$ cat src/hdcs_pkg.sv
// shared constants and types for the headphone dc servo control block
package hdcs_pkg;

    // register addresses on the plain register port
    localparam logic [7:0] ADDR_CTRL     = 8'h54;
    localparam logic [7:0] ADDR_TIMER    = 8'h55;
    localparam logic [7:0] ADDR_READBACK = 8'h58;
    localparam logic [7:0] ADDR_OFFSET   = 8'h59;
    localparam logic [7:0] ADDR_IRQ_STAT = 8'h5A;
    localparam logic [7:0] ADDR_IRQ_MASK = 8'h5B;

    // widths
    localparam int unsigned ADDR_W  = 8;
    localparam int unsigned DATA_W  = 16;
    localparam int unsigned NCHAN   = 2;
    localparam int unsigned OFS_W   = 8;
    localparam int unsigned TIMER_W = 4;
    localparam int unsigned CNT_W   = 25;

    // field positions, lowest bit of each two-bit per-channel field
    localparam int unsigned ENA_POS       = 0;
    localparam int unsigned LOAD_TRIG_POS = 2;
    localparam int unsigned MEAS_TRIG_POS = 4;
    localparam int unsigned MEAS_DONE_POS = 0;
    localparam int unsigned LOAD_DONE_POS = 4;
    localparam int unsigned CAL_DONE_POS  = 8;

    // reset values
    localparam logic [TIMER_W-1:0] TIMER_RST  = 4'hA;
    localparam logic [DATA_W-1:0]  OFFSET_RST = 16'h0000;
    localparam logic [OFS_W-1:0]   CORR_RST   = 8'h00;

    // correction durations in their own units, then in clock cycles
    localparam int unsigned CLK_FREQ_KHZ = 250000;
    localparam int unsigned MEAS_TIME_MS = 86;
    localparam int unsigned LOAD_TIME_MS = 2;
    localparam int unsigned MEAS_CYCLES  = MEAS_TIME_MS * CLK_FREQ_KHZ;
    localparam int unsigned LOAD_CYCLES  = LOAD_TIME_MS * CLK_FREQ_KHZ;

    // per-channel correction sequencer states
    typedef enum logic [2:0] {
        ST_IDLE = 3'b001,
        ST_MEAS = 3'b010,
        ST_LOAD = 3'b100
    } hdcs_state_t;

endpackage : hdcs_pkg

$ cat src/hdcs_chan.sv
// one headphone channel's offset correction sequencer
`timescale 1ns/1ps
module hdcs_chan
    import hdcs_pkg::*;
#(
    parameter int unsigned MEAS_LEN = MEAS_CYCLES,
    parameter int unsigned LOAD_LEN = LOAD_CYCLES
) (
    // clock, reset, freeze
    input  wire logic             mclk,
    input  wire logic             resetn,
    input  wire logic             ce,
    // commands
    input  wire logic             enable,
    input  wire logic             measTrig,
    input  wire logic             loadTrig,
    // correction sources
    input  wire logic [OFS_W-1:0] measCode,
    input  wire logic [OFS_W-1:0] loadCode,
    // status and applied correction
    output logic                  measBusy,
    output logic                  loadBusy,
    output logic                  measDone,
    output logic                  loadDone,
    output logic [OFS_W-1:0]      applied
);

    hdcs_state_t      state_r,    state_nxt;
    logic [CNT_W-1:0] cnt_r,      cnt_nxt;
    logic [OFS_W-1:0] applied_r,  applied_nxt;
    logic             measDone_r, measDone_nxt;
    logic             loadDone_r, loadDone_nxt;

    ////////////////////////////////////////////////////////////////////////
    // next state: measurement wins when both triggers arrive together
    always_comb begin
        state_nxt    = state_r;
        cnt_nxt      = cnt_r;
        applied_nxt  = applied_r;
        measDone_nxt = measDone_r;
        loadDone_nxt = loadDone_r;
        unique case (state_r)
            ST_IDLE: begin
                if (enable && measTrig) begin
                    state_nxt    = ST_MEAS;
                    cnt_nxt      = CNT_W'(MEAS_LEN - 1);
                    measDone_nxt = 1'b0;
                    loadDone_nxt = 1'b0;
                end else if (enable && loadTrig) begin
                    state_nxt    = ST_LOAD;
                    cnt_nxt      = CNT_W'(LOAD_LEN - 1);
                    measDone_nxt = 1'b0;
                    loadDone_nxt = 1'b0;
                end
            end
            ST_MEAS: begin
                // disabling the channel abandons the run, leaving done low
                if (!enable) begin
                    state_nxt = ST_IDLE;
                end else if (cnt_r == '0) begin
                    state_nxt    = ST_IDLE;
                    applied_nxt  = measCode;
                    measDone_nxt = 1'b1;
                end else begin
                    cnt_nxt = cnt_r - 1'b1;
                end
            end
            ST_LOAD: begin
                if (!enable) begin
                    state_nxt = ST_IDLE;
                end else if (cnt_r == '0) begin
                    state_nxt    = ST_IDLE;
                    applied_nxt  = loadCode;
                    loadDone_nxt = 1'b1;
                end else begin
                    cnt_nxt = cnt_r - 1'b1;
                end
            end
            default: begin
                state_nxt = ST_IDLE;
            end
        endcase
    end

    // registers, frozen while ce is low
    always_ff @(posedge mclk) begin
        if (!resetn) begin
            state_r    <= ST_IDLE;
            cnt_r      <= '0;
            applied_r  <= CORR_RST;
            measDone_r <= 1'b0;
            loadDone_r <= 1'b0;
        end else if (ce) begin
            state_r    <= state_nxt;
            cnt_r      <= cnt_nxt;
            applied_r  <= applied_nxt;
            measDone_r <= measDone_nxt;
            loadDone_r <= loadDone_nxt;
        end
    end

    // busy flags decode straight from the one-hot state
    assign measBusy = (state_r == ST_MEAS);
    assign loadBusy = (state_r == ST_LOAD);
    assign measDone = measDone_r;
    assign loadDone = loadDone_r;
    assign applied  = applied_r;

endmodule : hdcs_chan

$ cat src/hdcs_servo_ctrl.sv
// headphone dc offset servo control: registers, channels, interrupt
//
// The plain strobed port is this design's own decision.
`timescale 1ns/1ps
module hdcs_servo_ctrl
    import hdcs_pkg::*;
#(
    parameter int unsigned MEAS_LEN = MEAS_CYCLES,
    parameter int unsigned LOAD_LEN = LOAD_CYCLES
) (
    // clock, reset, freeze
    input  wire logic              mclk,
    input  wire logic              resetn,
    input  wire logic              ce,
    // register port
    input  wire logic [ADDR_W-1:0] regAddr,
    input  wire logic [DATA_W-1:0] regWdata,
    input  wire logic              regWr,
    input  wire logic              regRd,
    output logic      [DATA_W-1:0] regRdata,
    // measurement results from the analogue servo loop
    input  wire logic [OFS_W-1:0]  leftMeasCode,
    input  wire logic [OFS_W-1:0]  rightMeasCode,
    // corrections applied to the headphone outputs
    output logic      [OFS_W-1:0]  leftCorrection,
    output logic      [OFS_W-1:0]  rightCorrection,
    output logic      [NCHAN-1:0]  servoEnable,
    // status to pins and interrupt controller
    output logic      [NCHAN-1:0]  calibrationDone,
    output logic                   irq
);

    // software state
    logic [NCHAN-1:0]   ena_r,      ena_nxt;
    logic [TIMER_W-1:0] timer_r,    timer_nxt;
    logic [DATA_W-1:0]  stored_r,   stored_nxt;
    logic [NCHAN-1:0]   status_r,   status_nxt;
    logic [NCHAN-1:0]   mask_r,     mask_nxt;
    logic [DATA_W-1:0]  rdata_r,    rdata_nxt;
    logic               irq_r,      irq_nxt;
    logic [NCHAN-1:0]   calPrev_r,  calPrev_nxt;
    logic [NCHAN-1:0]   calOut_r,   calOut_nxt;

    // channel wiring
    logic [NCHAN-1:0]   measTrig;
    logic [NCHAN-1:0]   loadTrig;
    logic [NCHAN-1:0]   measBusy;
    logic [NCHAN-1:0]   loadBusy;
    logic [NCHAN-1:0]   measDone;
    logic [NCHAN-1:0]   loadDone;
    logic [NCHAN-1:0]   calDone;
    logic [NCHAN-1:0]   calEvent;
    logic [OFS_W-1:0]   measIn  [NCHAN];
    logic [OFS_W-1:0]   applied [NCHAN];
    logic               wrCtrl;
    logic               wrStat;

    ////////////////////////////////////////////////////////////////////////
    // write decode; a frozen cycle takes no command
    assign wrCtrl = ce && regWr && (regAddr == ADDR_CTRL);
    assign wrStat = ce && regWr && (regAddr == ADDR_IRQ_STAT);

    assign measIn[0] = leftMeasCode;
    assign measIn[1] = rightMeasCode;

    ////////////////////////////////////////////////////////////////////////
    // one sequencer per headphone channel
    generate
        for (genvar i = 0; i < NCHAN; i++) begin : g_chan
            // triggers are write pulses only, never stored
            assign measTrig[i] = wrCtrl && regWdata[MEAS_TRIG_POS+i];
            assign loadTrig[i] = wrCtrl && regWdata[LOAD_TRIG_POS+i];
            assign calDone[i]  = measDone[i] | loadDone[i];

            hdcs_chan #(
                .MEAS_LEN (MEAS_LEN),
                .LOAD_LEN (LOAD_LEN)
            ) u_chan (
                .mclk     (mclk),
                .resetn   (resetn),
                .ce       (ce),
                .enable   (ena_nxt[i]),
                .measTrig (measTrig[i]),
                .loadTrig (loadTrig[i]),
                .measCode (measIn[i]),
                .loadCode (stored_r[i*OFS_W +: OFS_W]),
                .measBusy (measBusy[i]),
                .loadBusy (loadBusy[i]),
                .measDone (measDone[i]),
                .loadDone (loadDone[i]),
                .applied  (applied[i])
            );
        end
    endgenerate

    assign leftCorrection  = applied[0];
    assign rightCorrection = applied[1];

    // rising calibration-done is the interrupt event
    assign calEvent = calDone & ~calPrev_r;

    ////////////////////////////////////////////////////////////////////////
    // register file next values
    always_comb begin
        ena_nxt     = ena_r;
        timer_nxt   = timer_r;
        stored_nxt  = stored_r;
        mask_nxt    = mask_r;
        calPrev_nxt = calDone;
        calOut_nxt  = calDone;
        if (ce && regWr) begin
            unique case (regAddr)
                ADDR_CTRL:     ena_nxt    = regWdata[ENA_POS +: NCHAN];
                ADDR_TIMER:    timer_nxt  = regWdata[TIMER_W-1:0];
                ADDR_OFFSET:   stored_nxt = regWdata;
                ADDR_IRQ_MASK: mask_nxt   = regWdata[NCHAN-1:0];
                default:       ena_nxt    = ena_r;
            endcase
        end
    end

    // sticky status: a new event wins over a write-one-to-clear
    always_comb begin
        status_nxt = status_r;
        if (wrStat) begin
            status_nxt = status_nxt & ~regWdata[NCHAN-1:0];
        end
        status_nxt = status_nxt | calEvent;
        irq_nxt    = |(status_nxt & mask_nxt);
    end

    // read data stands only in the cycle after the strobe
    always_comb begin
        rdata_nxt = '0;
        if (ce && regRd) begin
            unique case (regAddr)
                ADDR_CTRL: begin
                    rdata_nxt[ENA_POS +: NCHAN]       = ena_r;
                    rdata_nxt[LOAD_TRIG_POS +: NCHAN] = loadBusy;
                    rdata_nxt[MEAS_TRIG_POS +: NCHAN] = measBusy;
                end
                ADDR_TIMER: begin
                    rdata_nxt[TIMER_W-1:0] = timer_r;
                end
                ADDR_READBACK: begin
                    rdata_nxt[MEAS_DONE_POS +: NCHAN] = measDone;
                    rdata_nxt[LOAD_DONE_POS +: NCHAN] = loadDone;
                    rdata_nxt[CAL_DONE_POS +: NCHAN]  = calDone;
                end
                ADDR_OFFSET: begin
                    // applied value, not the one last written
                    rdata_nxt = {applied[1], applied[0]};
                end
                ADDR_IRQ_STAT: begin
                    rdata_nxt[NCHAN-1:0] = status_r;
                end
                ADDR_IRQ_MASK: begin
                    rdata_nxt[NCHAN-1:0] = mask_r;
                end
                default: begin
                    rdata_nxt = '0;
                end
            endcase
        end
    end

    ////////////////////////////////////////////////////////////////////////
    // registers; rdata clears each active cycle so reads never linger
    always_ff @(posedge mclk) begin
        if (!resetn) begin
            ena_r     <= '0;
            timer_r   <= TIMER_RST;
            stored_r  <= OFFSET_RST;
            status_r  <= '0;
            mask_r    <= '0;
            rdata_r   <= '0;
            irq_r     <= 1'b0;
            calPrev_r <= '0;
            calOut_r  <= '0;
        end else if (ce) begin
            ena_r     <= ena_nxt;
            timer_r   <= timer_nxt;
            stored_r  <= stored_nxt;
            status_r  <= status_nxt;
            mask_r    <= mask_nxt;
            rdata_r   <= rdata_nxt;
            irq_r     <= irq_nxt;
            calPrev_r <= calPrev_nxt;
            calOut_r  <= calOut_nxt;
        end
    end

    assign regRdata        = rdata_r;
    assign irq             = irq_r;
    assign servoEnable     = ena_r;
    assign calibrationDone = calOut_r;

    ////////////////////////////////////////////////////////////////////////
    // checks on the block's own behaviour

    property p_ena_follows_write;
        @(posedge mclk) disable iff (!resetn)
        wrCtrl |=> (servoEnable == $past(regWdata[ENA_POS +: NCHAN]));
    endproperty
    a_ena_follows_write: assert property (p_ena_follows_write)
        else $error("servo enable did not follow control write");

    property p_meas_starts;
        @(posedge mclk) disable iff (!resetn)
        (measTrig[0] && ena_nxt[0] && !measBusy[0] && !loadBusy[0])
            |=> (measBusy[0] && !calDone[0]);
    endproperty
    a_meas_starts: assert property (p_meas_starts)
        else $error("left measurement did not start with done cleared");

    property p_load_applies;
        @(posedge mclk) disable iff (!resetn)
        $fell(loadBusy[1]) && $past(ena_nxt[1]) |->
            (loadDone[1] && rightCorrection == $past(stored_r[2*OFS_W-1:OFS_W]));
    endproperty
    a_load_applies: assert property (p_load_applies)
        else $error("right load did not apply stored value");

    property p_busy_readback;
        @(posedge mclk) disable iff (!resetn)
        (ce && regRd && regAddr == ADDR_CTRL) |=>
            (regRdata[MEAS_TRIG_POS +: NCHAN] == $past(measBusy)
             && regRdata[LOAD_TRIG_POS +: NCHAN] == $past(loadBusy));
    endproperty
    a_busy_readback: assert property (p_busy_readback)
        else $error("trigger readback does not show busy");

    property p_done_readback;
        @(posedge mclk) disable iff (!resetn)
        (ce && regRd && regAddr == ADDR_READBACK) |=>
            (regRdata[MEAS_DONE_POS +: NCHAN] == $past(measDone)
             && regRdata[LOAD_DONE_POS +: NCHAN] == $past(loadDone));
    endproperty
    a_done_readback: assert property (p_done_readback)
        else $error("completion readback wrong");

    property p_cal_or;
        @(posedge mclk) disable iff (!resetn)
        (ce && regRd && regAddr == ADDR_READBACK) |=>
            regRdata[CAL_DONE_POS +: NCHAN]
                == ($past(measDone) | $past(loadDone));
    endproperty
    a_cal_or: assert property (p_cal_or)
        else $error("calibration done is not the OR of both");

    property p_offset_read;
        @(posedge mclk) disable iff (!resetn)
        (ce && regRd && regAddr == ADDR_OFFSET) |=>
            regRdata == {$past(rightCorrection), $past(leftCorrection)};
    endproperty
    a_offset_read: assert property (p_offset_read)
        else $error("offset read does not show applied correction");

    property p_irq_event;
        @(posedge mclk) disable iff (!resetn)
        (ce && calEvent[0] && mask_nxt[0]) |=> irq ##1 (irq || $past(regWr));
    endproperty
    a_irq_event: assert property (p_irq_event)
        else $error("masked-in calibration event did not raise irq");

    property p_done_holds;
        @(posedge mclk) disable iff (!resetn)
        (measDone[0] && !measTrig[0] && !loadTrig[0]) |=> measDone[0];
    endproperty
    a_done_holds: assert property (p_done_holds)
        else $error("left done dropped without a new trigger");

    property p_gpio_status;
        @(posedge mclk) disable iff (!resetn)
        ce |=> (calibrationDone == $past(calDone));
    endproperty
    a_gpio_status: assert property (p_gpio_status)
        else $error("calibration done output lags wrongly");

    property p_meas_applies;
        @(posedge mclk) disable iff (!resetn)
        $fell(measBusy[0]) && $past(ena_nxt[0]) |->
            (measDone[0] && leftCorrection == $past(leftMeasCode));
    endproperty
    a_meas_applies: assert property (p_meas_applies)
        else $error("left measurement did not apply measured code");

    // a load trigger landing mid-measurement must not switch mode
    property p_busy_ignores_trig;
        @(posedge mclk) disable iff (!resetn)
        (ce && measBusy[0] && loadTrig[0] && ena_nxt[0]) |=> !loadBusy[0];
    endproperty
    a_busy_ignores_trig: assert property (p_busy_ignores_trig)
        else $error("left load started during a measurement");

    property p_no_start_disabled;
        @(posedge mclk) disable iff (!resetn)
        (ce && measTrig[0] && !ena_nxt[0] && !measBusy[0] && !loadBusy[0])
            |=> !measBusy[0];
    endproperty
    a_no_start_disabled: assert property (p_no_start_disabled)
        else $error("left measurement started while disabled");

    // an abort must leave the previously applied correction in place
    property p_abort_keeps;
        @(posedge mclk) disable iff (!resetn)
        (ce && (measBusy[0] || loadBusy[0]) && !ena_nxt[0]) |=>
            (!measBusy[0] && !loadBusy[0] && !calDone[0] && $stable(leftCorrection));
    endproperty
    a_abort_keeps: assert property (p_abort_keeps)
        else $error("left abort changed correction or reported done");

    // the event must win even against a clear in the same cycle
    property p_status_set_wins;
        @(posedge mclk) disable iff (!resetn)
        (ce && calEvent[1]) |=> status_r[1];
    endproperty
    a_status_set_wins: assert property (p_status_set_wins)
        else $error("right calibration event did not set status");

    // small-length builds only: default lengths exceed the delay bound
    generate
        if (LOAD_LEN <= 500) begin : g_len_chk
            property p_load_finishes;
                @(posedge mclk) disable iff (!resetn)
                (ce && loadBusy[1] && ena_r[1] && !wrCtrl && !$past(loadBusy[1]))
                    |-> ##[1:1000] (!loadBusy[1] || !ena_r[1]);
            endproperty
            a_load_finishes: assert property (p_load_finishes)
                else $error("right load ran too long");
        end
    endgenerate

endmodule : hdcs_servo_ctrl

$ cat config.mk
export PLATFORM = sky130hd
export DESIGN_NAME = hdcs_servo_ctrl
export DESIGN_NICKNAME = d
export VERILOG_FILES = /design/src/hdcs_pkg.sv /design/src/hdcs_chan.sv /design/src/hdcs_servo_ctrl.sv
export SDC_FILE = /design/constraint.sdc
export NUM_CORES = 1
export LEC_CHECK = 0
export ABC_AREA = 1
export BUFFER_PORTS_ARGS = -buffer_cell sky130_fd_sc_hd__buf_2
export CORE_MARGIN = 2
export CORE_UTILIZATION = 40
export DETAILED_ROUTE_END_ITERATION = 6
export HOLD_SLACK_MARGIN = 0.1
export SLEW_MARGIN = 20
export SYNTH_ARGS = -nofsm -noshare
export SYNTH_HDL_FRONTEND = slang
export SYNTH_SLANG_ARGS = --single-unit
$ cat constraint.sdc
create_clock -name mclk -period 2.2 [get_ports mclk]
set_input_delay 0.44 -clock mclk [delete_from_list [all_inputs] [get_ports mclk]]
set_output_delay 0.44 -clock mclk [all_outputs]
set_load 0.05 [all_outputs]
* After elaboration in Yosys (flattened, before gate mapping) *
Cells that the tools add are included.

storage, ports and cells
  register bits = 121
  logic and storage cells = 147
  input bits = 45
  output and inout port bits = 37

cells by class
  equality and inequality tests = 28
  reductions and logical operators = 37
  add/subtract/negate cells = 2
  bitwise operators = 8
  mux-type cells = 54

operators with widths
  kind                     count
  $mux W25                 8
  $pmux W25 S2             2
  $mux W8                  8
  $logic_not A25 Y1        2
  $sub A25 B1 Y25 const B  2
  $eq A8 B7 Y1 const B     6
  $pmux W8 S2              2
  $reduce_and A5 Y1        6
  $mux W3                  8
  $ne A2 B2 Y1 const B     10
  $mux W16                 1
  $reduce_bool A2 Y1       8
  $logic_and A1 B1 Y1      12
  $mux W2                  6
  $pmux W2 S3              2
  $pmux W2 S6              1
  $pmux W3 S2              2
  $reduce_and A3 Y1        4
  $reduce_and A6 Y1        2
  $mux W1                  8
  $pmux W1 S2              4
  $and A2 B2 Y2            3
  $eq A3 B1 Y1 const B     2
  $eq A3 B2 Y1 const B     2
  other kinds (10)         18

* Longest topological paths before layout *
  word-level depth = 7
  mapped depth = 14
  depth with buffers taken out = 13

* Modules after synthesis *
Synthesis repeated with hierarchy kept, for this count alone.

second synthesis, totals
  cell total of the unflattened synthesis = 1132
  area total of the unflattened synthesis = 7143.1 um^2

by module, submodules not included
  module                        area an instance (um^2)  cells an instance  instances  sequential area each (um^2)
  hdcs_chan (g_chan[0].u_chan)  2546.2                   410                1          760.7
  hdcs_chan (g_chan[1].u_chan)  2482.4                   421                1          760.7
  hdcs_servo_ctrl               2114.5                   301                1          900.9

* Least setup slack after synthesis *
OpenSTA, ideal clock, no wires.

  path kind = in2reg
  start = input regAddr[5]
  end = register g_chan[1].u_chan.cnt_r[15]
  cell stages on the path = 11
  arrival = 1.662 ns
  path slack = 0.425 ns
  buffers on the path = 1
  path through = nor2_1 -> nand2_1 -> nor2_8 -> nand3_2 -> nand2_2 -> nand3_1 -> nand2_2 -> nand2_4 -> buf_4 -> nor2_1 -> nor2_1

between the ends
  longest elaborated chain between the ends = 6
  elaborated cells on any way between the ends = 13
  classes of those cells = 3 x eq/ne; 4 x mux; 6 x reduce/logical

ends and longest elaborated chain
  what                                                                RTL line                                       text
  from (decl)                                                         hdcs_servo_ctrl.sv:16                          input wire logic [ADDR_W-1:0] regAddr,
  $eq A8 B7 Y1 *                                                      hdcs_servo_ctrl.sv:60, hdcs_servo_ctrl.sv:112
  $mux W2 / $logic_and A1 B1 Y1 (equally long branches)               hdcs_servo_ctrl.sv:112, hdcs_servo_ctrl.sv:60
  $mux W2 (tied with other cells)                                     hdcs_servo_ctrl.sv:111                         if (ce && regWr) begin
  $logic_and A1 B1 Y1, on equally long branches                       hdcs_chan.sv:49, hdcs_chan.sv:44
  $ne A3 B1 Y1 (no line) / $mux W25 (equally long branches)           -
  $reduce_and A5 Y1 (no line) / $pmux W25 S2 (equally long branches)  -
  to (signal assigned)                                                hdcs_chan.sv:95                                cnt_r <= cnt_nxt;
  to (decl)                                                           hdcs_chan.sv:29                                logic [CNT_W-1:0] cnt_r, cnt_nxt;

Mark *: on every way between the ends. The rest lies on a longest branch, timed or not.
A chain may end at the register's enable or synchronous reset.

* Worst setup path in the final report *
  start = register g_chan[0].u_chan.cnt_r[8]
  end = register g_chan[0].u_chan.measDone_r

between the ends
  longest elaborated chain between the ends = 3

ends and longest elaborated chain
  what                         RTL line         text
  from (decl)                  hdcs_chan.sv:29
  from (signal assigned)       hdcs_chan.sv:95
  $logic_not A25 Y1            hdcs_chan.sv:60  end else if (cnt_r == '0) begin
  $ne A2 B2 Y1 (no line)       -
  $reduce_and A5 Y1 (no line)  -
  to (signal assigned)         hdcs_chan.sv:97  measDone_r <= measDone_nxt;
  to (decl)                    hdcs_chan.sv:31  logic measDone_r, measDone_nxt;

Every way passes these cells.

==> results.txt <==
The run finished with clean final reports. The path class of the tightest hold or removal check is in2reg. The unique cell type count in the Yosys netlist came out at 41. Once the floorplan was initialized, standard cells occupied 40.42% of the core.

The critical path is of the reg2reg type. The detailed-route DRC error count came out at 0. The total clock buffers created by CTS came out at 17. The number of maximum-capacitance violations came out at 0. The sequential share of power came out at a little over a quarter. The total count of hold-check failures in the final report came out at 0. The worst reg2reg path startpoint is g_chan[0].u_chan.cnt_r[8]$_SDFFE_PN0P_.

The overall routed net length is 19210 um. The warning count from the yosys run is 0. Using the TritonRoute via totals, the vias-per-cell ratio works out to approximately 5.

The number of global-route vias before repair is 6565. Row generation in the floorplan step produced 48 rows. The share of total power in combinational logic is 47.5%.

The remaining antenna violation count is 0. The met2 wire length is slightly below 9000 um. The number of cells on the worst reg-to-reg path came out at 13. The fraction of the cycle the final worst path needs is 87.11%. The die outline area is about 0.018 mm^2. The count of non-filler cells in the finished layout is 1427. The final critical delay including setup and external delays is 1.916 ns. The violation count after the first detailed-route iteration is around 510.

The fraction of power spent switching nets is 43.21%. The worst reg2reg path endpoint is g_chan[0].u_chan.measDone$_SDFFE_PN0P_. The highest attainable clock frequency is 521.8 MHz.

The startpoint kind of the worst setup timing path is a flop. Walking the worst path, the cells encountered are nor2_1 > nand2_1 > nor2_1 > inv_1 > nor2_2 > nand2_1 > nor2_4 > inv_1 > nand2_4 > nor2_4 > nand2_1 > nand2_1 > nor2_1. The net load switching power is 0.004446 W. TritonCTS built the clock tree. The most frequent cell on the critical path is sky130_fd_sc_hd__nand2_1. Dividing the detail-routed wire length by the instance count gives 13.46 um. The die boundary width came out at ~140 um. The number of flops mapped to enable cells by yosys is 0. The count of final max-slew check failures came to 0. The cell accounting for the most synthesized area is sky130_fd_sc_hd__dfxtp_1. Detailed routing placed a total of 737 um of wire on met3.

The top metal layer carrying routed signals is met4. At the end of routability-driven placement, the weighted congestion stood at 0.9153. The number of H-tree branching levels is 4. For the worst setup path, the data required time is 2.55 ns. Gates resized during post-CTS repair numbered 0. Setup violations remaining at the end of the flow were counted as 0. The pin count of the biggest net entering global routing came out at 43. The proportion of power drawn by the clock network is 26.1%. The maximum clock path buffer count came out at 2. The number of instances in the synthesized netlist is 1094. The slack of the worst reg-to-reg path came out at 0.28 ns. The total global-route track usage is 21.22%.

Clock-pin slew was measured on the worst setup and hold paths at around 0.06 ns. By area the synthesized netlist is led by sky130_fd_sc_hd__dfxtp_1 35%, sky130_fd_sc_hd__nand2_1 16%, sky130_fd_sc_hd__nor2_1 10%. The mean post-synth cell area is 6.302 um^2. Power spread over the standard cell area amounts to 1252 mW/mm^2. The post-place setup slack came out at 0.06366 ns. The wire length of the first global-routing pass came out at roughly 32000 um. The relative max-transition margin is 66.57%. The largest fanout of any net on the critical path is 18.

The launching element of the worst setup path is g_chan[0].u_chan.cnt_r[8]$_SDFFE_PN0P_. The initial antenna violation count was 0. Setup total negative slack on the finished layout was measured at 0 ns. The cell count after placement is between 1000 and 1500. The cell-internal power came out at 0.005844 W.

Among all flip-flop cells after synthesis, the most frequent one is sky130_fd_sc_hd__dfxtp_1. The worst path setup slack after routing came out at 0.2836 ns. Clock skew on the completed layout was measured at approximately 0.0095 ns. The first TritonRoute pass finished after 6 iterations. The hold buffer count at cts is 0. The routed length on met1 came out at ~9400 um.

The antenna cell count came out at 0. The clock sink count came out at approximately 120. The maximum resistive drop on vdd came out at 918.0 uV.

The combined area of all synthesized cells came out at 0.006894 mm^2. The post-synthesis sequential area ratio came out at 35.14%. The vertical die dimension came out at 135.3 um. Clock tree synthesis selected as its root buffer the cell sky130_fd_sc_hd__clkbuf_16. Setup repair after global routing left no endpoint under its margin. The count of input and output buffers is 81. The boundary pin count is 82. The net count of the finished layout is approximately 1200. The analysis attributes to cell leakage a power of 3.869 nW.

The critical path capture point is g_chan[0].u_chan.measDone$_SDFFE_PN0P_. For the pin with the worst max-slew slack, the measured transition is 0.5015 ns. The number of nets produced by synthesis came out at 1143. The area fraction of the dominant cell type after synthesis came out at 35.14%. The HPWL after detailed placement is about 14000 um. The area overhead of the layout relative to synthesis is 19.22%. The clock latency of the later-clocked register in the worst-skew pair came out at 0.42 ns. STA classifies the critical path endpoint as a flop.

The cell with the largest stage delay on the worst path is sky130_fd_sc_hd__dfxtp_1. The share of synthesized registers carrying an async set or reset came out at 0%. The area of the core came out at 0.01706 mm^2. The data arrival time of the critical path is 2.27 ns. The share of post-route cells with drive strength above 1 came out at 15.64%. The number of synthesized register bits came out at approximately 120. In this design, the stage delay of the slowest critical-path cell is 0.34 ns. The final global-route overflow total came out at 0. The vias after detailed routing came out at 7110.
-- flip-flops by register name, summed over array words and instances, names as in the netlist --
signal	flops
calibrationDone	2
g_chan.u_chan.applied	16
servoEnable	2
timer_r	4
g_chan.u_chan.loadDone	2
stored_r	16
status_r	2
irq	1
g_chan.u_chan.state_r	6
g_chan.u_chan.cnt_r	50
regRdata	16
mask_r	2
g_chan.u_chan.measDone	2
-- cell families after synthesis --
group / Yosys count / share of synthesized area, %
XOR/XNOR: 20 / 2.541
adder cells (fa/ha/maj): 4 / 0.7260
AND/OR/NAND/NOR: 656 / 40.85
AO/OA/AOI/OAI: 153 / 12.00
flip-flops: 121 / 35.14
buffers and inverters: 140 / 8.748
-- critical path, delay by kind of cell (launching register included) --
family	cells	cell delay, ns
DFF	1	0.34
and+or+nand+nor	11	1.35
buffers and inverters	2	0.15
-- layout by cell type (no fill, tap or decap), types with 12 or more instances in the layout --
cell type	instances
sky130_fd_sc_hd__a21oi_1	81
sky130_fd_sc_hd__nand3_1	110
sky130_fd_sc_hd__buf_4	35
sky130_fd_sc_hd__nand2_1	296
sky130_fd_sc_hd__xor2_1	12
sky130_fd_sc_hd__clkbuf_16	17
sky130_fd_sc_hd__nand4_1	17
sky130_fd_sc_hd__o21ai_0	55
sky130_fd_sc_hd__inv_1	92
sky130_fd_sc_hd__dfxtp_1	121
sky130_fd_sc_hd__buf_2	81
sky130_fd_sc_hd__nor2_1	191
-- final cells by class --
type,instances,area [um^2]
multi-input cells,833,3869
well taps,225,281.5
inverters,99,374.1
flip-flops and latches,121,2422
clock buffers,20,466.7
fillers,1831,8837
clock inverters,11,97.59
repair buffers,118,708.2
-- routing by layer --
metal / vias up / global-route usage (%)
met5: - / 0
met4: 0 / 6.713
met3: 25 / 4.489
met2: 168 / 34.52
met1: 3205 / 28.21
li1: 3712 / -
-- stage by stage --
step           area (um^2)  utilization [%]  hold slack (ns)  total power (W)
3_3_place_gp          7635            44.76           0.4356         0.007572
2_1_floorplan         6894                -           0.4246         0.006536
5_1_grt               8219            48.19           0.2900          0.01118
3_5_place_dp          7635            44.76           0.4404         0.007594
4_1_cts               8199            48.07           0.2806          0.01032
6_report              8219            48.19           0.2886          0.01029
-- worst min path at each step --
stage | cells after the start | end | start
after floorplan | 2 | stored_r[10]$_SDFFE_PN0P_ | stored_r[10]$_SDFFE_PN0P_
after global placement | 2 | stored_r[10]$_SDFFE_PN0P_ | stored_r[10]$_SDFFE_PN0P_
after detailed placement | 2 | stored_r[10]$_SDFFE_PN0P_ | stored_r[10]$_SDFFE_PN0P_
after CTS | 3 | stored_r[7]$_SDFFE_PN0P_ | regWdata[7]
after global routing | 3 | stored_r[7]$_SDFFE_PN0P_ | regWdata[7]
final | 3 | stored_r[7]$_SDFFE_PN0P_ | regWdata[7]
-- power by group through the flow --
stage	registers, W	clock network [W]	logic, W
after floorplan	0.00272	0	0.00381
after global placement	0.00275	0	0.00482
after detailed placement	0.00276	0	0.00484
after CTS	0.00271	0.00272	0.00488
after global routing	0.00275	0.00282	0.00561
final	0.00272	0.00268	0.00489
-- timing repair --
| action | 4_1_cts | 5_1_grt |
|---|---|---|
| buffers inserted | 0 | 1 |
| endpoints found under the setup margin | 0 | 3 |
| endpoints found under the hold margin | 0 | 0 |
-- synth_stat cells, types with 6 or more instances --
master,n
sky130_fd_sc_hd__nand2_1,296
sky130_fd_sc_hd__clkbuf_1,22
sky130_fd_sc_hd__or2_2,7
sky130_fd_sc_hd__nor3_1,8
sky130_fd_sc_hd__xor2_1,12
sky130_fd_sc_hd__nor2_1,191
sky130_fd_sc_hd__buf_2,6
sky130_fd_sc_hd__nand2_2,7
sky130_fd_sc_hd__o21ai_0,55
sky130_fd_sc_hd__dfxtp_1,121
sky130_fd_sc_hd__a21oi_1,81
sky130_fd_sc_hd__nand4_1,17
sky130_fd_sc_hd__buf_4,8
sky130_fd_sc_hd__nand3_1,110
sky130_fd_sc_hd__xnor2_1,8
sky130_fd_sc_hd__inv_1,92
Power figures use the tool's default switching activity.
